`src/hdl/io_diag_pkg.sv`:
```
// Constants and types shared by the port diagnostics block.
package io_diag_pkg;
  localparam int NUM_PORTS = 8;
  localparam int STA_LINK_SHORT = 7;
  localparam int STA_ACT_WARN = 6;
  localparam int STA_ACT_SHORT = 5;
  localparam int STA_SENSOR_VOLT = 4;
  localparam int STA_NO_ACT_SUPPLY = 2;
  localparam int STA_ACT_SUPPLY = 1;
  localparam int STA_SENSOR_SUPPLY = 0;
  localparam logic [7:0] STATUS_RESET = 8'h00;
  localparam logic [15:0] VENDOR_ID_DEFAULT = 16'h0001;
  localparam logic [15:0] DEVICE_ID_DEFAULT = 16'h0001;
  typedef enum logic [1:0] {
    PIN_NO_INPUT = 2'h0,
    PIN_NC_INPUT = 2'h1,
    PIN_OUTPUT = 2'h2,
    PIN_LINK_SIO = 2'h3
  } pin_func_e;
  typedef enum logic [1:0] {
    STORE_OFF = 2'h0,
    STORE_DELETE = 2'h1,
    STORE_RESTORE = 2'h2,
    STORE_SAVE_RESTORE = 2'h3
  } store_mode_e;
  typedef enum logic [2:0] {
    ST_IDLE = 3'b001,
    ST_UPLOAD = 3'b010,
    ST_DOWNLOAD = 3'b100
  } store_state_e;
endpackage

```
`src/hdl/io_port_diagnostics_control.sv`:
```
// Pin function, output protection, status bytes and parameter store for an eight-port I/O master.
`timescale 1ns/1ns
module io_port_diagnostics_control
  import io_diag_pkg::*;
(
  input wire logic sys_clk_i,
  input wire logic reset_i,
  input wire logic [15:0] pin_func_i,
  input wire logic [7:0] safe_value_i,
  input wire logic global_diag_en_i,
  input wire logic sensor_uv_msg_en_i,
  input wire logic actuator_uv_msg_en_i,
  input wire logic output_short_msg_en_i,
  input wire logic manual_restart_cfg_i,
  input wire logic diag_enable_cfg_i,
  input wire logic [1:0] store_mode_i,
  input wire logic validate_cfg_i,
  input wire logic [15:0] cfg_vendor_id_i,
  input wire logic [15:0] cfg_device_id_i,
  input wire logic bus_ok_i,
  input wire logic exchange_i,
  input wire logic [7:0] output_cmd_i,
  input wire logic [7:0] output_restart_control_i,
  input wire logic [7:0] link_diag_enable_i,
  input wire logic [7:0] pin_level_i,
  input wire logic [7:0] diag_input_i,
  input wire logic [7:0] output_short_i,
  input wire logic [7:0] output_voltage_i,
  input wire logic [7:0] sensor_short_i,
  input wire logic [7:0] link_short_i,
  input wire logic [7:0] link_comm_i,
  input wire logic [7:0] link_pd_valid_i,
  input wire logic [7:0] link_error_i,
  input wire logic sensor_supply_low_i,
  input wire logic actuator_supply_low_i,
  input wire logic actuator_supply_missing_i,
  input wire logic [2:0] dev_port_i,
  input wire logic dev_present_i,
  input wire logic [15:0] dev_vendor_id_i,
  input wire logic [15:0] dev_device_id_i,
  input wire logic dev_upload_flag_i,
  input wire logic dev_params_differ_i,
  input wire logic xfer_done_i,
  output logic [7:0] pin_drive_o,
  output logic [7:0] input_state_o,
  output logic [7:0] actuator_short_status_o,
  output logic [7:0] actuator_warning_status_o,
  output logic [7:0] link_comm_status_o,
  output logic [7:0] port_error_status_o,
  output logic [7:0] sensor_supply_short_status_o,
  output logic [7:0] station_fault_status_o,
  output logic [7:0] process_data_valid_status_o,
  output logic [7:0] link_start_o,
  output logic diag_msg_o,
  output logic [7:0] diag_msg_flags_o,
  output logic upload_o,
  output logic download_o,
  output logic store_valid_o
);
  logic [7:0] is_output;
  logic [7:0] is_nc;
  logic [7:0] is_sio;
  logic [7:0] latched_off_r;
  logic [7:0] latched_off_nxt;
  logic [7:0] out_req;
  logic [7:0] link_diag_mask;
  logic [7:0] station_nxt;
  logic [7:0] id_match;
  logic [7:0] store_full_r;
  logic [15:0] store_vendor_r [NUM_PORTS];
  logic [15:0] store_device_r [NUM_PORTS];
  logic [2:0] xfer_port_r;
  store_state_e state_r;
  store_state_e state_nxt;
  store_mode_e mode;
  logic port_match;
  logic want_upload;
  logic want_download;

  genvar g;
  for (g = 0; g < NUM_PORTS; g++) begin : g_pin
    assign is_output[g] = pin_func_i[2*g +: 2] == PIN_OUTPUT;
    assign is_nc[g] = pin_func_i[2*g +: 2] == PIN_NC_INPUT;
    assign is_sio[g] = pin_func_i[2*g +: 2] == PIN_LINK_SIO;
    assign id_match[g] = !validate_cfg_i ||
      (dev_vendor_id_i == cfg_vendor_id_i && dev_device_id_i == cfg_device_id_i);
  end

  assign out_req = bus_ok_i ? output_cmd_i : safe_value_i;
  assign pin_drive_o = is_output & out_req & ~latched_off_r;
  assign input_state_o = ((pin_level_i ^ is_nc) & ~is_output) | diag_input_i;
  assign latched_off_nxt = manual_restart_cfg_i ?
    ((latched_off_r | (output_short_i & is_output)) & ~output_restart_control_i) : 8'h00;

  assign link_diag_mask = diag_enable_cfg_i ? link_diag_enable_i : 8'hff;
  assign link_start_o = dev_present_i ? (id_match & (8'h01 << dev_port_i)) : 8'h00;

  assign station_nxt = {|(link_short_i & link_diag_mask),
                        |(output_voltage_i & is_output),
                        |(output_short_i & is_output),
                        |sensor_short_i,
                        1'b0,
                        actuator_supply_missing_i,
                        actuator_supply_low_i,
                        sensor_supply_low_i};

  assign diag_msg_flags_o = global_diag_en_i ? {station_nxt[7:3],
                        station_nxt[2] & actuator_uv_msg_en_i,
                        station_nxt[1] & actuator_uv_msg_en_i,
                        station_nxt[0] & sensor_uv_msg_en_i} & ~{2'b00, ~output_short_msg_en_i, 5'b00000}
                        : 8'h00;
  assign diag_msg_o = |diag_msg_flags_o;

  assign mode = store_mode_e'(store_mode_i);
  assign port_match = store_vendor_r[dev_port_i] == dev_vendor_id_i &&
                      store_device_r[dev_port_i] == dev_device_id_i;
  assign want_upload = dev_present_i && ((mode == STORE_RESTORE && !store_full_r[dev_port_i]) ||
    (mode == STORE_SAVE_RESTORE && (dev_upload_flag_i || !store_full_r[dev_port_i])));
  assign want_download = dev_present_i && store_full_r[dev_port_i] && port_match && dev_params_differ_i &&
    (mode == STORE_RESTORE || (mode == STORE_SAVE_RESTORE && !dev_upload_flag_i));
  assign upload_o = state_r == ST_UPLOAD;
  assign download_o = state_r == ST_DOWNLOAD;
  assign store_valid_o = store_full_r[dev_port_i];

  always_comb begin
    state_nxt = state_r;
    unique case (state_r)
      ST_IDLE: begin
        if (want_upload) begin
          state_nxt = ST_UPLOAD;
        end else if (want_download) begin
          state_nxt = ST_DOWNLOAD;
        end
      end
      ST_UPLOAD, ST_DOWNLOAD: begin
        if (xfer_done_i || mode == STORE_OFF || mode == STORE_DELETE) begin
          state_nxt = ST_IDLE;
        end
      end
      default: state_nxt = ST_IDLE;
    endcase
  end

  always_ff @(posedge sys_clk_i or posedge reset_i) begin
    if (reset_i) begin
      state_r <= ST_IDLE;
      xfer_port_r <= 3'h0;
      latched_off_r <= 8'h00;
    end else begin
      state_r <= state_nxt;
      latched_off_r <= latched_off_nxt;
      if (state_r == ST_IDLE) begin
        xfer_port_r <= dev_port_i;
      end
    end
  end

  always_ff @(posedge sys_clk_i or posedge reset_i) begin
    if (reset_i) begin
      store_full_r <= 8'h00;
    end else if (mode == STORE_DELETE) begin
      store_full_r <= 8'h00;
    end else if (state_r == ST_UPLOAD && xfer_done_i) begin
      store_full_r[xfer_port_r] <= 1'b1;
    end
  end

  always_ff @(posedge sys_clk_i) begin
    if (state_r == ST_UPLOAD && xfer_done_i) begin
      store_vendor_r[xfer_port_r] <= dev_vendor_id_i;
      store_device_r[xfer_port_r] <= dev_device_id_i;
    end
  end

  always_ff @(posedge sys_clk_i or posedge reset_i) begin
    if (reset_i) begin
      actuator_short_status_o <= STATUS_RESET;
      actuator_warning_status_o <= STATUS_RESET;
      link_comm_status_o <= STATUS_RESET;
      port_error_status_o <= STATUS_RESET;
      sensor_supply_short_status_o <= STATUS_RESET;
      station_fault_status_o <= STATUS_RESET;
      process_data_valid_status_o <= STATUS_RESET;
    end else if (exchange_i) begin
      actuator_short_status_o <= output_short_i & is_output & out_req;
      actuator_warning_status_o <= output_voltage_i & is_output & ~out_req;
      link_comm_status_o <= link_comm_i;
      port_error_status_o <= link_error_i | (output_short_i & is_output) | sensor_short_i;
      sensor_supply_short_status_o <= sensor_short_i;
      station_fault_status_o <= station_nxt;
      process_data_valid_status_o <= link_pd_valid_i & link_comm_i & is_sio;
    end
  end

  property p_safe_state;
    @(posedge sys_clk_i) disable iff (reset_i)
      (!bus_ok_i && latched_off_r == 8'h00)
      |-> pin_drive_o == (is_output & safe_value_i);
  endproperty
  a_safe_state: assert property (p_safe_state) else $error("Safe value not driven on bus loss.");

  property p_restart_hold;
    @(posedge sys_clk_i) disable iff (reset_i)
      (manual_restart_cfg_i && is_output[0] && output_short_i[0] && !output_restart_control_i[0]) ##1
      (manual_restart_cfg_i && !output_restart_control_i[0]) |-> !pin_drive_o[0];
  endproperty
  a_restart_hold: assert property (p_restart_hold) else $error("Shorted output restarted.");
  property p_global_block;
    @(posedge sys_clk_i) disable iff (reset_i) !global_diag_en_i |-> !diag_msg_o;
  endproperty
  a_global_block: assert property (p_global_block) else $error("Message while globally blocked.");
  property p_refresh;
    @(posedge sys_clk_i) disable iff (reset_i) exchange_i |=> link_comm_status_o == $past(link_comm_i);
  endproperty
  a_refresh: assert property (p_refresh) else $error("Status not refreshed.");
  property p_station;
    @(posedge sys_clk_i) disable iff (reset_i) exchange_i |=>
      station_fault_status_o[3] == 1'b0 && station_fault_status_o[0] == $past(sensor_supply_low_i);
  endproperty
  a_station: assert property (p_station) else $error("Station byte layout wrong.");
  property p_no_xfer_off;
    @(posedge sys_clk_i) disable iff (reset_i) mode == STORE_OFF ##1 mode == STORE_OFF |-> state_r == ST_IDLE;
  endproperty
  a_no_xfer_off: assert property (p_no_xfer_off) else $error("Transfer in off mode.");
  property p_delete;
    @(posedge sys_clk_i) disable iff (reset_i) mode == STORE_DELETE |=> store_full_r == 8'h00;
  endproperty
  a_delete: assert property (p_delete) else $error("Store not erased.");
  property p_start_gate;
    @(posedge sys_clk_i) disable iff (reset_i) validate_cfg_i && dev_vendor_id_i != cfg_vendor_id_i
      |-> link_start_o == 8'h00;
  endproperty
  a_start_gate: assert property (p_start_gate) else $error("Link started on mismatch.");

  property p_sensor_uv_block;
    @(posedge sys_clk_i) disable iff (reset_i)
      !sensor_uv_msg_en_i
      |-> !diag_msg_flags_o[STA_SENSOR_SUPPLY];
  endproperty
  a_sensor_uv_block: assert property (p_sensor_uv_block) else $error("Sensor undervoltage not blocked.");

  property p_actuator_uv_block;
    @(posedge sys_clk_i) disable iff (reset_i)
      !actuator_uv_msg_en_i
      |-> !diag_msg_flags_o[STA_ACT_SUPPLY] && !diag_msg_flags_o[STA_NO_ACT_SUPPLY];
  endproperty
  a_actuator_uv_block: assert property (p_actuator_uv_block) else $error("Actuator undervoltage not blocked.");

  property p_short_msg_block;
    @(posedge sys_clk_i) disable iff (reset_i)
      !output_short_msg_en_i
      |-> !diag_msg_flags_o[STA_ACT_SHORT];
  endproperty
  a_short_msg_block: assert property (p_short_msg_block) else $error("Output short message not blocked.");

  property p_short_msg_inputs;
    @(posedge sys_clk_i) disable iff (reset_i)
      (output_short_i & is_output) == 8'h00
      |-> !diag_msg_flags_o[STA_ACT_SHORT];
  endproperty
  a_short_msg_inputs: assert property (p_short_msg_inputs) else $error("Short message from an input pin.");

  property p_drive_outputs_only;
    @(posedge sys_clk_i) disable iff (reset_i)
      1'b1
      |-> (pin_drive_o & ~is_output) == 8'h00;
  endproperty
  a_drive_outputs_only: assert property (p_drive_outputs_only) else $error("Input pin driven.");

  property p_act_short;
    @(posedge sys_clk_i) disable iff (reset_i)
      exchange_i
      |=> (actuator_short_status_o & ~$past(output_short_i)) == 8'h00;
  endproperty
  a_act_short: assert property (p_act_short) else $error("Short flagged without short.");

  property p_act_warn;
    @(posedge sys_clk_i) disable iff (reset_i)
      exchange_i
      |=> (actuator_warning_status_o & ~$past(output_voltage_i)) == 8'h00;
  endproperty
  a_act_warn: assert property (p_act_warn) else $error("Warning flagged without voltage.");

  property p_restart_clear;
    @(posedge sys_clk_i) disable iff (reset_i)
      manual_restart_cfg_i && output_restart_control_i[0]
      |=> !latched_off_r[0];
  endproperty
  a_restart_clear: assert property (p_restart_clear) else $error("Restart bit ignored.");

  property p_diag_mask;
    @(posedge sys_clk_i) disable iff (reset_i)
      exchange_i && diag_enable_cfg_i && (link_short_i & link_diag_enable_i) == 8'h00
      |=> !station_fault_status_o[STA_LINK_SHORT];
  endproperty
  a_diag_mask: assert property (p_diag_mask) else $error("Disabled link diagnostic reported.");

  property p_port_error;
    @(posedge sys_clk_i) disable iff (reset_i)
      exchange_i
      |=> (port_error_status_o & $past(link_error_i)) == $past(link_error_i);
  endproperty
  a_port_error: assert property (p_port_error) else $error("Port error not reported.");

  property p_sensor_short;
    @(posedge sys_clk_i) disable iff (reset_i)
      exchange_i
      |=> sensor_supply_short_status_o == $past(sensor_short_i);
  endproperty
  a_sensor_short: assert property (p_sensor_short) else $error("Sensor short byte wrong.");

  property p_diag_input_map;
    @(posedge sys_clk_i) disable iff (reset_i)
      1'b1
      |-> (input_state_o & diag_input_i) == diag_input_i;
  endproperty
  a_diag_input_map: assert property (p_diag_input_map) else $error("Diagnostic input missing.");

  property p_pd_valid;
    @(posedge sys_clk_i) disable iff (reset_i)
      exchange_i
      |=> (process_data_valid_status_o & ~$past(link_comm_i)) == 8'h00;
  endproperty
  a_pd_valid: assert property (p_pd_valid) else $error("Valid without link.");

  property p_hold_status;
    @(posedge sys_clk_i) disable iff (reset_i)
      !exchange_i
      |=> $stable(link_comm_status_o);
  endproperty
  a_hold_status: assert property (p_hold_status) else $error("Status changed between exchanges.");

  property p_delete_idle;
    @(posedge sys_clk_i) disable iff (reset_i)
      mode == STORE_DELETE ##1 mode == STORE_DELETE
      |-> state_r == ST_IDLE;
  endproperty
  a_delete_idle: assert property (p_delete_idle) else $error("Transfer in delete mode.");

  property p_restore_upload;
    @(posedge sys_clk_i) disable iff (reset_i)
      state_r == ST_IDLE && mode == STORE_RESTORE && dev_present_i && !store_full_r[dev_port_i]
      |=> state_r == ST_UPLOAD;
  endproperty
  a_restore_upload: assert property (p_restore_upload) else $error("Empty store not uploaded.");

  property p_flag_upload;
    @(posedge sys_clk_i) disable iff (reset_i)
      state_r == ST_IDLE && mode == STORE_SAVE_RESTORE && dev_present_i && dev_upload_flag_i
      |=> state_r == ST_UPLOAD;
  endproperty
  a_flag_upload: assert property (p_flag_upload) else $error("Upload flag ignored.");

  property p_foreign_device;
    @(posedge sys_clk_i) disable iff (reset_i)
      state_r == ST_IDLE && dev_present_i && !port_match && !want_upload
      |=> state_r == ST_IDLE;
  endproperty
  a_foreign_device: assert property (p_foreign_device) else $error("Transfer to other device type.");

  c_restart: cover property (@(posedge sys_clk_i) latched_off_r[0] ##1 !latched_off_r[0]);
  c_upload: cover property (@(posedge sys_clk_i) state_r == ST_UPLOAD ##1 state_r == ST_IDLE);
  c_download: cover property (@(posedge sys_clk_i) state_r == ST_DOWNLOAD);
  c_bus_loss: cover property (@(posedge sys_clk_i) bus_ok_i ##1 !bus_ok_i);
endmodule

```
`config.mk`:
```
export PLATFORM = sky130hd
export DESIGN_NAME = io_port_diagnostics_control
export DESIGN_NICKNAME = d
export VERILOG_FILES = /design/src/hdl/io_diag_pkg.sv /design/src/hdl/io_port_diagnostics_control.sv
export SDC_FILE = /design/constraint.sdc
export NUM_CORES = 1
export LEC_CHECK = 0
export BUFFER_PORTS_ARGS = -buffer_cell sky130_fd_sc_hd__clkbuf_2
export CAP_MARGIN = 15
export CORE_ASPECT_RATIO = 1.2
export CORE_UTILIZATION = 52
export CTS_BUF_LIST = sky130_fd_sc_hd__clkbuf_16
export DETAILED_ROUTE_END_ITERATION = 12
export PLACE_DENSITY = 0.78
export SYNTH_ARGS = -nofsm -noshare
export SYNTH_HDL_FRONTEND = slang
export SYNTH_SLANG_ARGS = --single-unit
export TNS_END_PERCENT = 30
```
`constraint.sdc`:
```
create_clock -name sys_clk_i -period 4.3 [get_ports sys_clk_i]
set_clock_uncertainty 0.2 [all_clocks]
set_input_delay 0.215 -clock sys_clk_i [delete_from_list [all_inputs] [get_ports sys_clk_i]]
set_output_delay 0.215 -clock sys_clk_i [all_outputs]
set_load 0.005 [all_outputs]
```
# Yosys cells after proc, flatten, opt, wreduce, memory -nomap -nowiden
# Memory sizes are Yosys's and may differ from the RTL's.
# Cells that the tools add are included.
# word_totals
ff_bits,77
ram_bits,256
inputBits,207
out_inout_bits,92
memories,2
# classes
order_cmp,3
eq_ne,36
n_shift,1
mux,17
bitwise,28
n_reduce_logical,30
# memory_table
memory,depth,width,rd,rd_clocked_by_memory_dff,write_ports,line,source
store_device_r,8,16,1,0,1,io_port_diagnostics_control.sv:71,logic [15:0] store_device_r [NUM_PORTS];
store_vendor_r,8,16,1,0,1,io_port_diagnostics_control.sv:70,logic [15:0] store_vendor_r [NUM_PORTS];
# ops
operator,n
8-bit bitwise AND,13
16-bit == test,4
8-bit two-way mux,7
8-bit bitwise OR,5
8-bit OR reduction,5
"2-bit == test, second input constant",18
8-bit inverter,4
"2-bit by 1-bit == test with 1-bit output, second input constant",9
1-bit logical AND,12
3-bit two-way mux,3
"3-bit by 4-bit less-than comparator with 1-bit output, second input constant",2
6-bit inverter with 8-bit output,1
"1-bit by 3-bit left shift with 8-bit output, first input constant",1
8-bit bitwise XOR,1
1-bit logical OR,6
3-bit case mux with 2 select lines,1
1-bit two-way mux,4
1-bit bitwise AND,3
1-bit binary-select mux with 3-bit select,1
1-bit demux with 3-bit select,1
"3-bit by 1-bit == test with 1-bit output, second input constant",1
"3-bit by 2-bit == test with 1-bit output, second input constant",1
"3-bit == test, second input constant",1
"3-bit by 1-bit greater-or-equal comparator with 1-bit output, second input constant",1
8 further kinds,10

# Depth between registers and ports, before layout
# depth
word_depth,9
ltp_mapped,12
depth_no_buf,8

# Worst setup path after synthesis
# No wires, ideal clock.
# synth_path
path_type,register -> register
from,reg state_r[2]
to,mem store_device_r[1][0] (enable)
setup_time_ps,463
arrival_time_ps,3258
t_required_ps,3637
path_slack_ps,378
stages_incl_launch_ff,4
cell_sequence,dfrtp_1 > nor3b_1 > nand3_1 > nor3_1
# synth_between
elab_chain_cells,4
# synth_lines
item,line,source
"start, declared",io_port_diagnostics_control.sv:73,store_state_e state_r;
"start signal, assigned",io_port_diagnostics_control.sv:150,state_r <= state_nxt;
3-bit by 2-bit == test with 1-bit output,n/a,
via upload_o,io_port_diagnostics_control.sv:56,"output logic upload_o,"
1-bit logical AND,io_port_diagnostics_control.sv:169,if (state_r == ST_UPLOAD && xfer_done_i) begin
1-bit two-way mux,io_port_diagnostics_control.sv:169,
1-bit two-way mux (not written as such),io_port_diagnostics_control.sv:171,store_device_r[xfer_port_r] <= dev_device_id_i;
"end, declared",io_port_diagnostics_control.sv:71,
# The timed path passes the listed nets, and every way through them passes these cells.

# Final worst setup path
# layout_path
from,in dev_vendor_id_i[12]
to,out link_start_o[4]
# layout_between
elab_chain_cells,5
# layout_lines
item,line,source
"start, declared",io_port_diagnostics_control.sv:39,"input wire logic [15:0] dev_vendor_id_i,"
16-bit == test,io_port_diagnostics_control.sv:86,(dev_vendor_id_i == cfg_vendor_id_i && dev_device_id_i == cfg_device_id_i);
1-bit logical AND,io_port_diagnostics_control.sv:86,
1-bit logical OR,io_port_diagnostics_control.sv:85,assign id_match[g] = !validate_cfg_i ||
8-bit bitwise AND,io_port_diagnostics_control.sv:96,assign link_start_o = dev_present_i ? (id_match & (8'h01 << dev_port_i)) : 8'h00;
8-bit two-way mux,io_port_diagnostics_control.sv:96,
"end, declared",io_port_diagnostics_control.sv:53,"output logic [7:0] link_start_o,"
# No other way between the ends.

==> reports/results.txt <==
Worst setup EP type - output pin
CTS root buffer - clkbuf_16
LEAKAGE - 7.36 nW
asr flop ratio synth - 23.1%
Seq pwr share - 49.2%
Vias/cell - 5.77
chip height - 183 um
Worst Hold Margin - 0.00901 ns
Final Hold Fails - 0
DR iter-0 viols - 823
gp weighted congestion - 0.903
total track usage - 29.8%
antenna violations before repair - 5
number of routed nets with antenna violations - 0
Hold Path Depth - 4
Hold Buf Count CTS - 148
P_sw - 1.64 mW
FF-to-FF path depth - 7
Reg area - 9620 um^2
#FFs+latches synth - 333
Clock Latency Late Sink - 0.52 ns
row cnt - 65
Crit Path Class - in -> out
vias in the first global route - 10600
cts repair resizes - 0
status - finished clean
DP Area - 16200 um^2
RR Endpoint - state_r[1]
most frequent cells in the layout - clkbuf_2, edfxtp_1, dlygate4sd3_1
Rel. slew slack - 36.7%
pwr dens - 384 nW/um^2
setup ws final - 0.931 ns
Vias - 10000
R2R Setup Slk - 1.38 ns
layout cells sized above 1 - 33.0%
final-layout fill cell count - 1694
1st-pass router iterations - 5
Total Power Consumption - 7.20 mW
startpoint types - input port
logic gate share of total power - 10.4%
Syn. warnings - 0
Die Area - 28000 um^2
Port Buffers - 296
finished layout cell area - 18700 um^2
Residual DRC - 0
Synth Cell Area - 14200 um^2
Area growth syn-to-layout - 31.7%
post-synth top area share - 54.0%
switching part of the total - 22.8%
worst r2r src - state_r[2]
Worst Path Required - 3.88 ns
# clock sinks - 333
Max Fclk - 0.297 GHz
post-DP HPWL - 25.6 mm
Initial Util - 53.5%
Avg Cell Area, Syn - 15.7 um^2
final setup vio count - 0
fin cells - 1736
io pins - 299
Max Slew Vio Count - 0
core box area - 26600 um^2
max_cap viols - 0
Yosys cell types - 50
largest net degree at the start of global routing - 78
Clock Path Buffers - 3
H-Tree Depth - 2
CP max FO - 10
clk slew on worst S/H paths - 0.06 ns
Die X - 153 um
Tmin final - 3.37 ns
Area contributors post-synth - edfxtp_1, dfrtp_1, mux4_2
post-synthesis cell count - 908
global-route wire length before repair - 61.6 mm
total global routing overflow - 0
pre-CTS setup slack - 1.17 ns
TritonCTS clock tree - done
Post-Place Cells - 1523
Core Util, Final - 70.5%
worst slew pin tran - 0.949 ns
setup bufs post-CTS - 0
setup TNS - 0 ns
most common cell after layout, fill and taps aside - clkbuf_2
Seq/Total Area, Yosys - 67.6%
EDFF count, synth - 256
Hold Crit Endpoint - actuator_short_status_o[5]
Layout Nets - 1579
Synth Flop Type - edfxtp_1
maximum vdd drop - 0.272 mV
HP Class - in -> reg
hold_sp - output_short_i[5]
area of the multi-input gates - 4360 um^2
Final Cycle Share - 78.3%
largest area contributor in the netlist - edfxtp_1
final WL - 40.8 mm
Routed wire per std cell - 23.5 um
unrepaired setup endpoints after global routing - no
clock share of power - 40.4%
Arrival @ worst endpoint - 2.95 ns
Num CTS Buffers - 34
Pint - 5.56 mW
## Yosys cell counts (10+ instances only)
cell	count
edfxtp_1	256
dfrtp_1	76
nor2_1	61
mux2i_1	55
mux2_2	44
mux4_2	43
xor2_1	43
inv_1	29
xnor2_1	29
nand2_1	28
nand4_1	24
nor3b_1	21
a21oi_1	20
nor4_1	17
o21ai_0	15
nor2b_1	14
buf_2	12
clkbuf_1	12
nand3_1	12
nor3_1	10
## registers in the layout, summed over array words and instances, names as in the netlist
register	flops
sensor_supply_short_status_o	8
process_data_valid_status_o	8
store_vendor_r	128
latched_off_r	8
station_fault_status_o	7
port_error_status_o	8
store_full_r	8
actuator_warning_status_o	8
xfer_port_r	3
actuator_short_status_o	8
link_comm_status_o	8
state_r	3
store_device_r	128
## worst max-delay path by stage
stage / start / slack [ns] / to
floorplan: state_r[2] / 0.38 / store_device_r[1][0]
detailed placement: dev_port_i[0] / 1.17 / state_r[2]
global route: dev_vendor_id_i[12] / 0.78 / link_start_o[0]
CTS: dev_vendor_id_i[12] / 0.93 / link_start_o[4]
finish: dev_vendor_id_i[12] / 0.93 / link_start_o[4]
global placement: dev_port_i[0] / 1.20 / state_r[0]
## per-layer routing
layer  part of all wire [%]  GRT usage [%]  vias up
li1                       -              -     4418
met1                     36           35.5     4916
met2                     51           52.4      574
met3                    9.2           6.14      108
met4                    4.1           13.4        2
met5                  0.032              0        -
## cell type report
type,instances,share of cell area (%)
antenna,3,0.0401
clock buffer,34,4.54
clock inverter,28,1.32
inverter,30,0.608
multi-input combinational,510,23.3
sequential,333,51.3
tap,335,2.24
timing repair buffer,463,16.7
## worst max-delay path, stage by stage
cell	delay, ns
dlygate4sd3_1	0.56
clkbuf_2	0.21
xor2_1	0.26
nor4_1	0.76
nand4_1	0.16
o21ai_0	0.28
nand3_1	0.18
nor3_1	0.18
clkbuf_2	0.14
## kinds of logic (layout without fill, tap and decap cells)
logic type / count (synthesis) / in the layout / share of synthesized area (%)
xor gates and xnor gates: 72 / 72 / 4.43
buffers and inverters: 66 / 555 / 2.14
DFF: 333 / 333 / 67.6
and+or+nand+nor: 210 / 210 / 7.77
AOI/OAI and AO/OA: 83 / 83 / 3.73
muxes: 143 / 143 / 14.3
other: 1 / 5 / 0.0264
## power by group through the flow
stage | sequential (mW) | combinational (mW) | clock, mW
4_1_cts | 3.55 | 0.733 | 2.94
3_3_place_gp | 3.61 | 0.622 | 0
5_1_grt | 3.55 | 0.799 | 3.06
6_report | 3.55 | 0.746 | 2.91
2_1_floorplan | 3.61 | 0.311 | 0
3_5_place_dp | 3.61 | 0.631 | 0
Power figures use the tool's default switching activity.
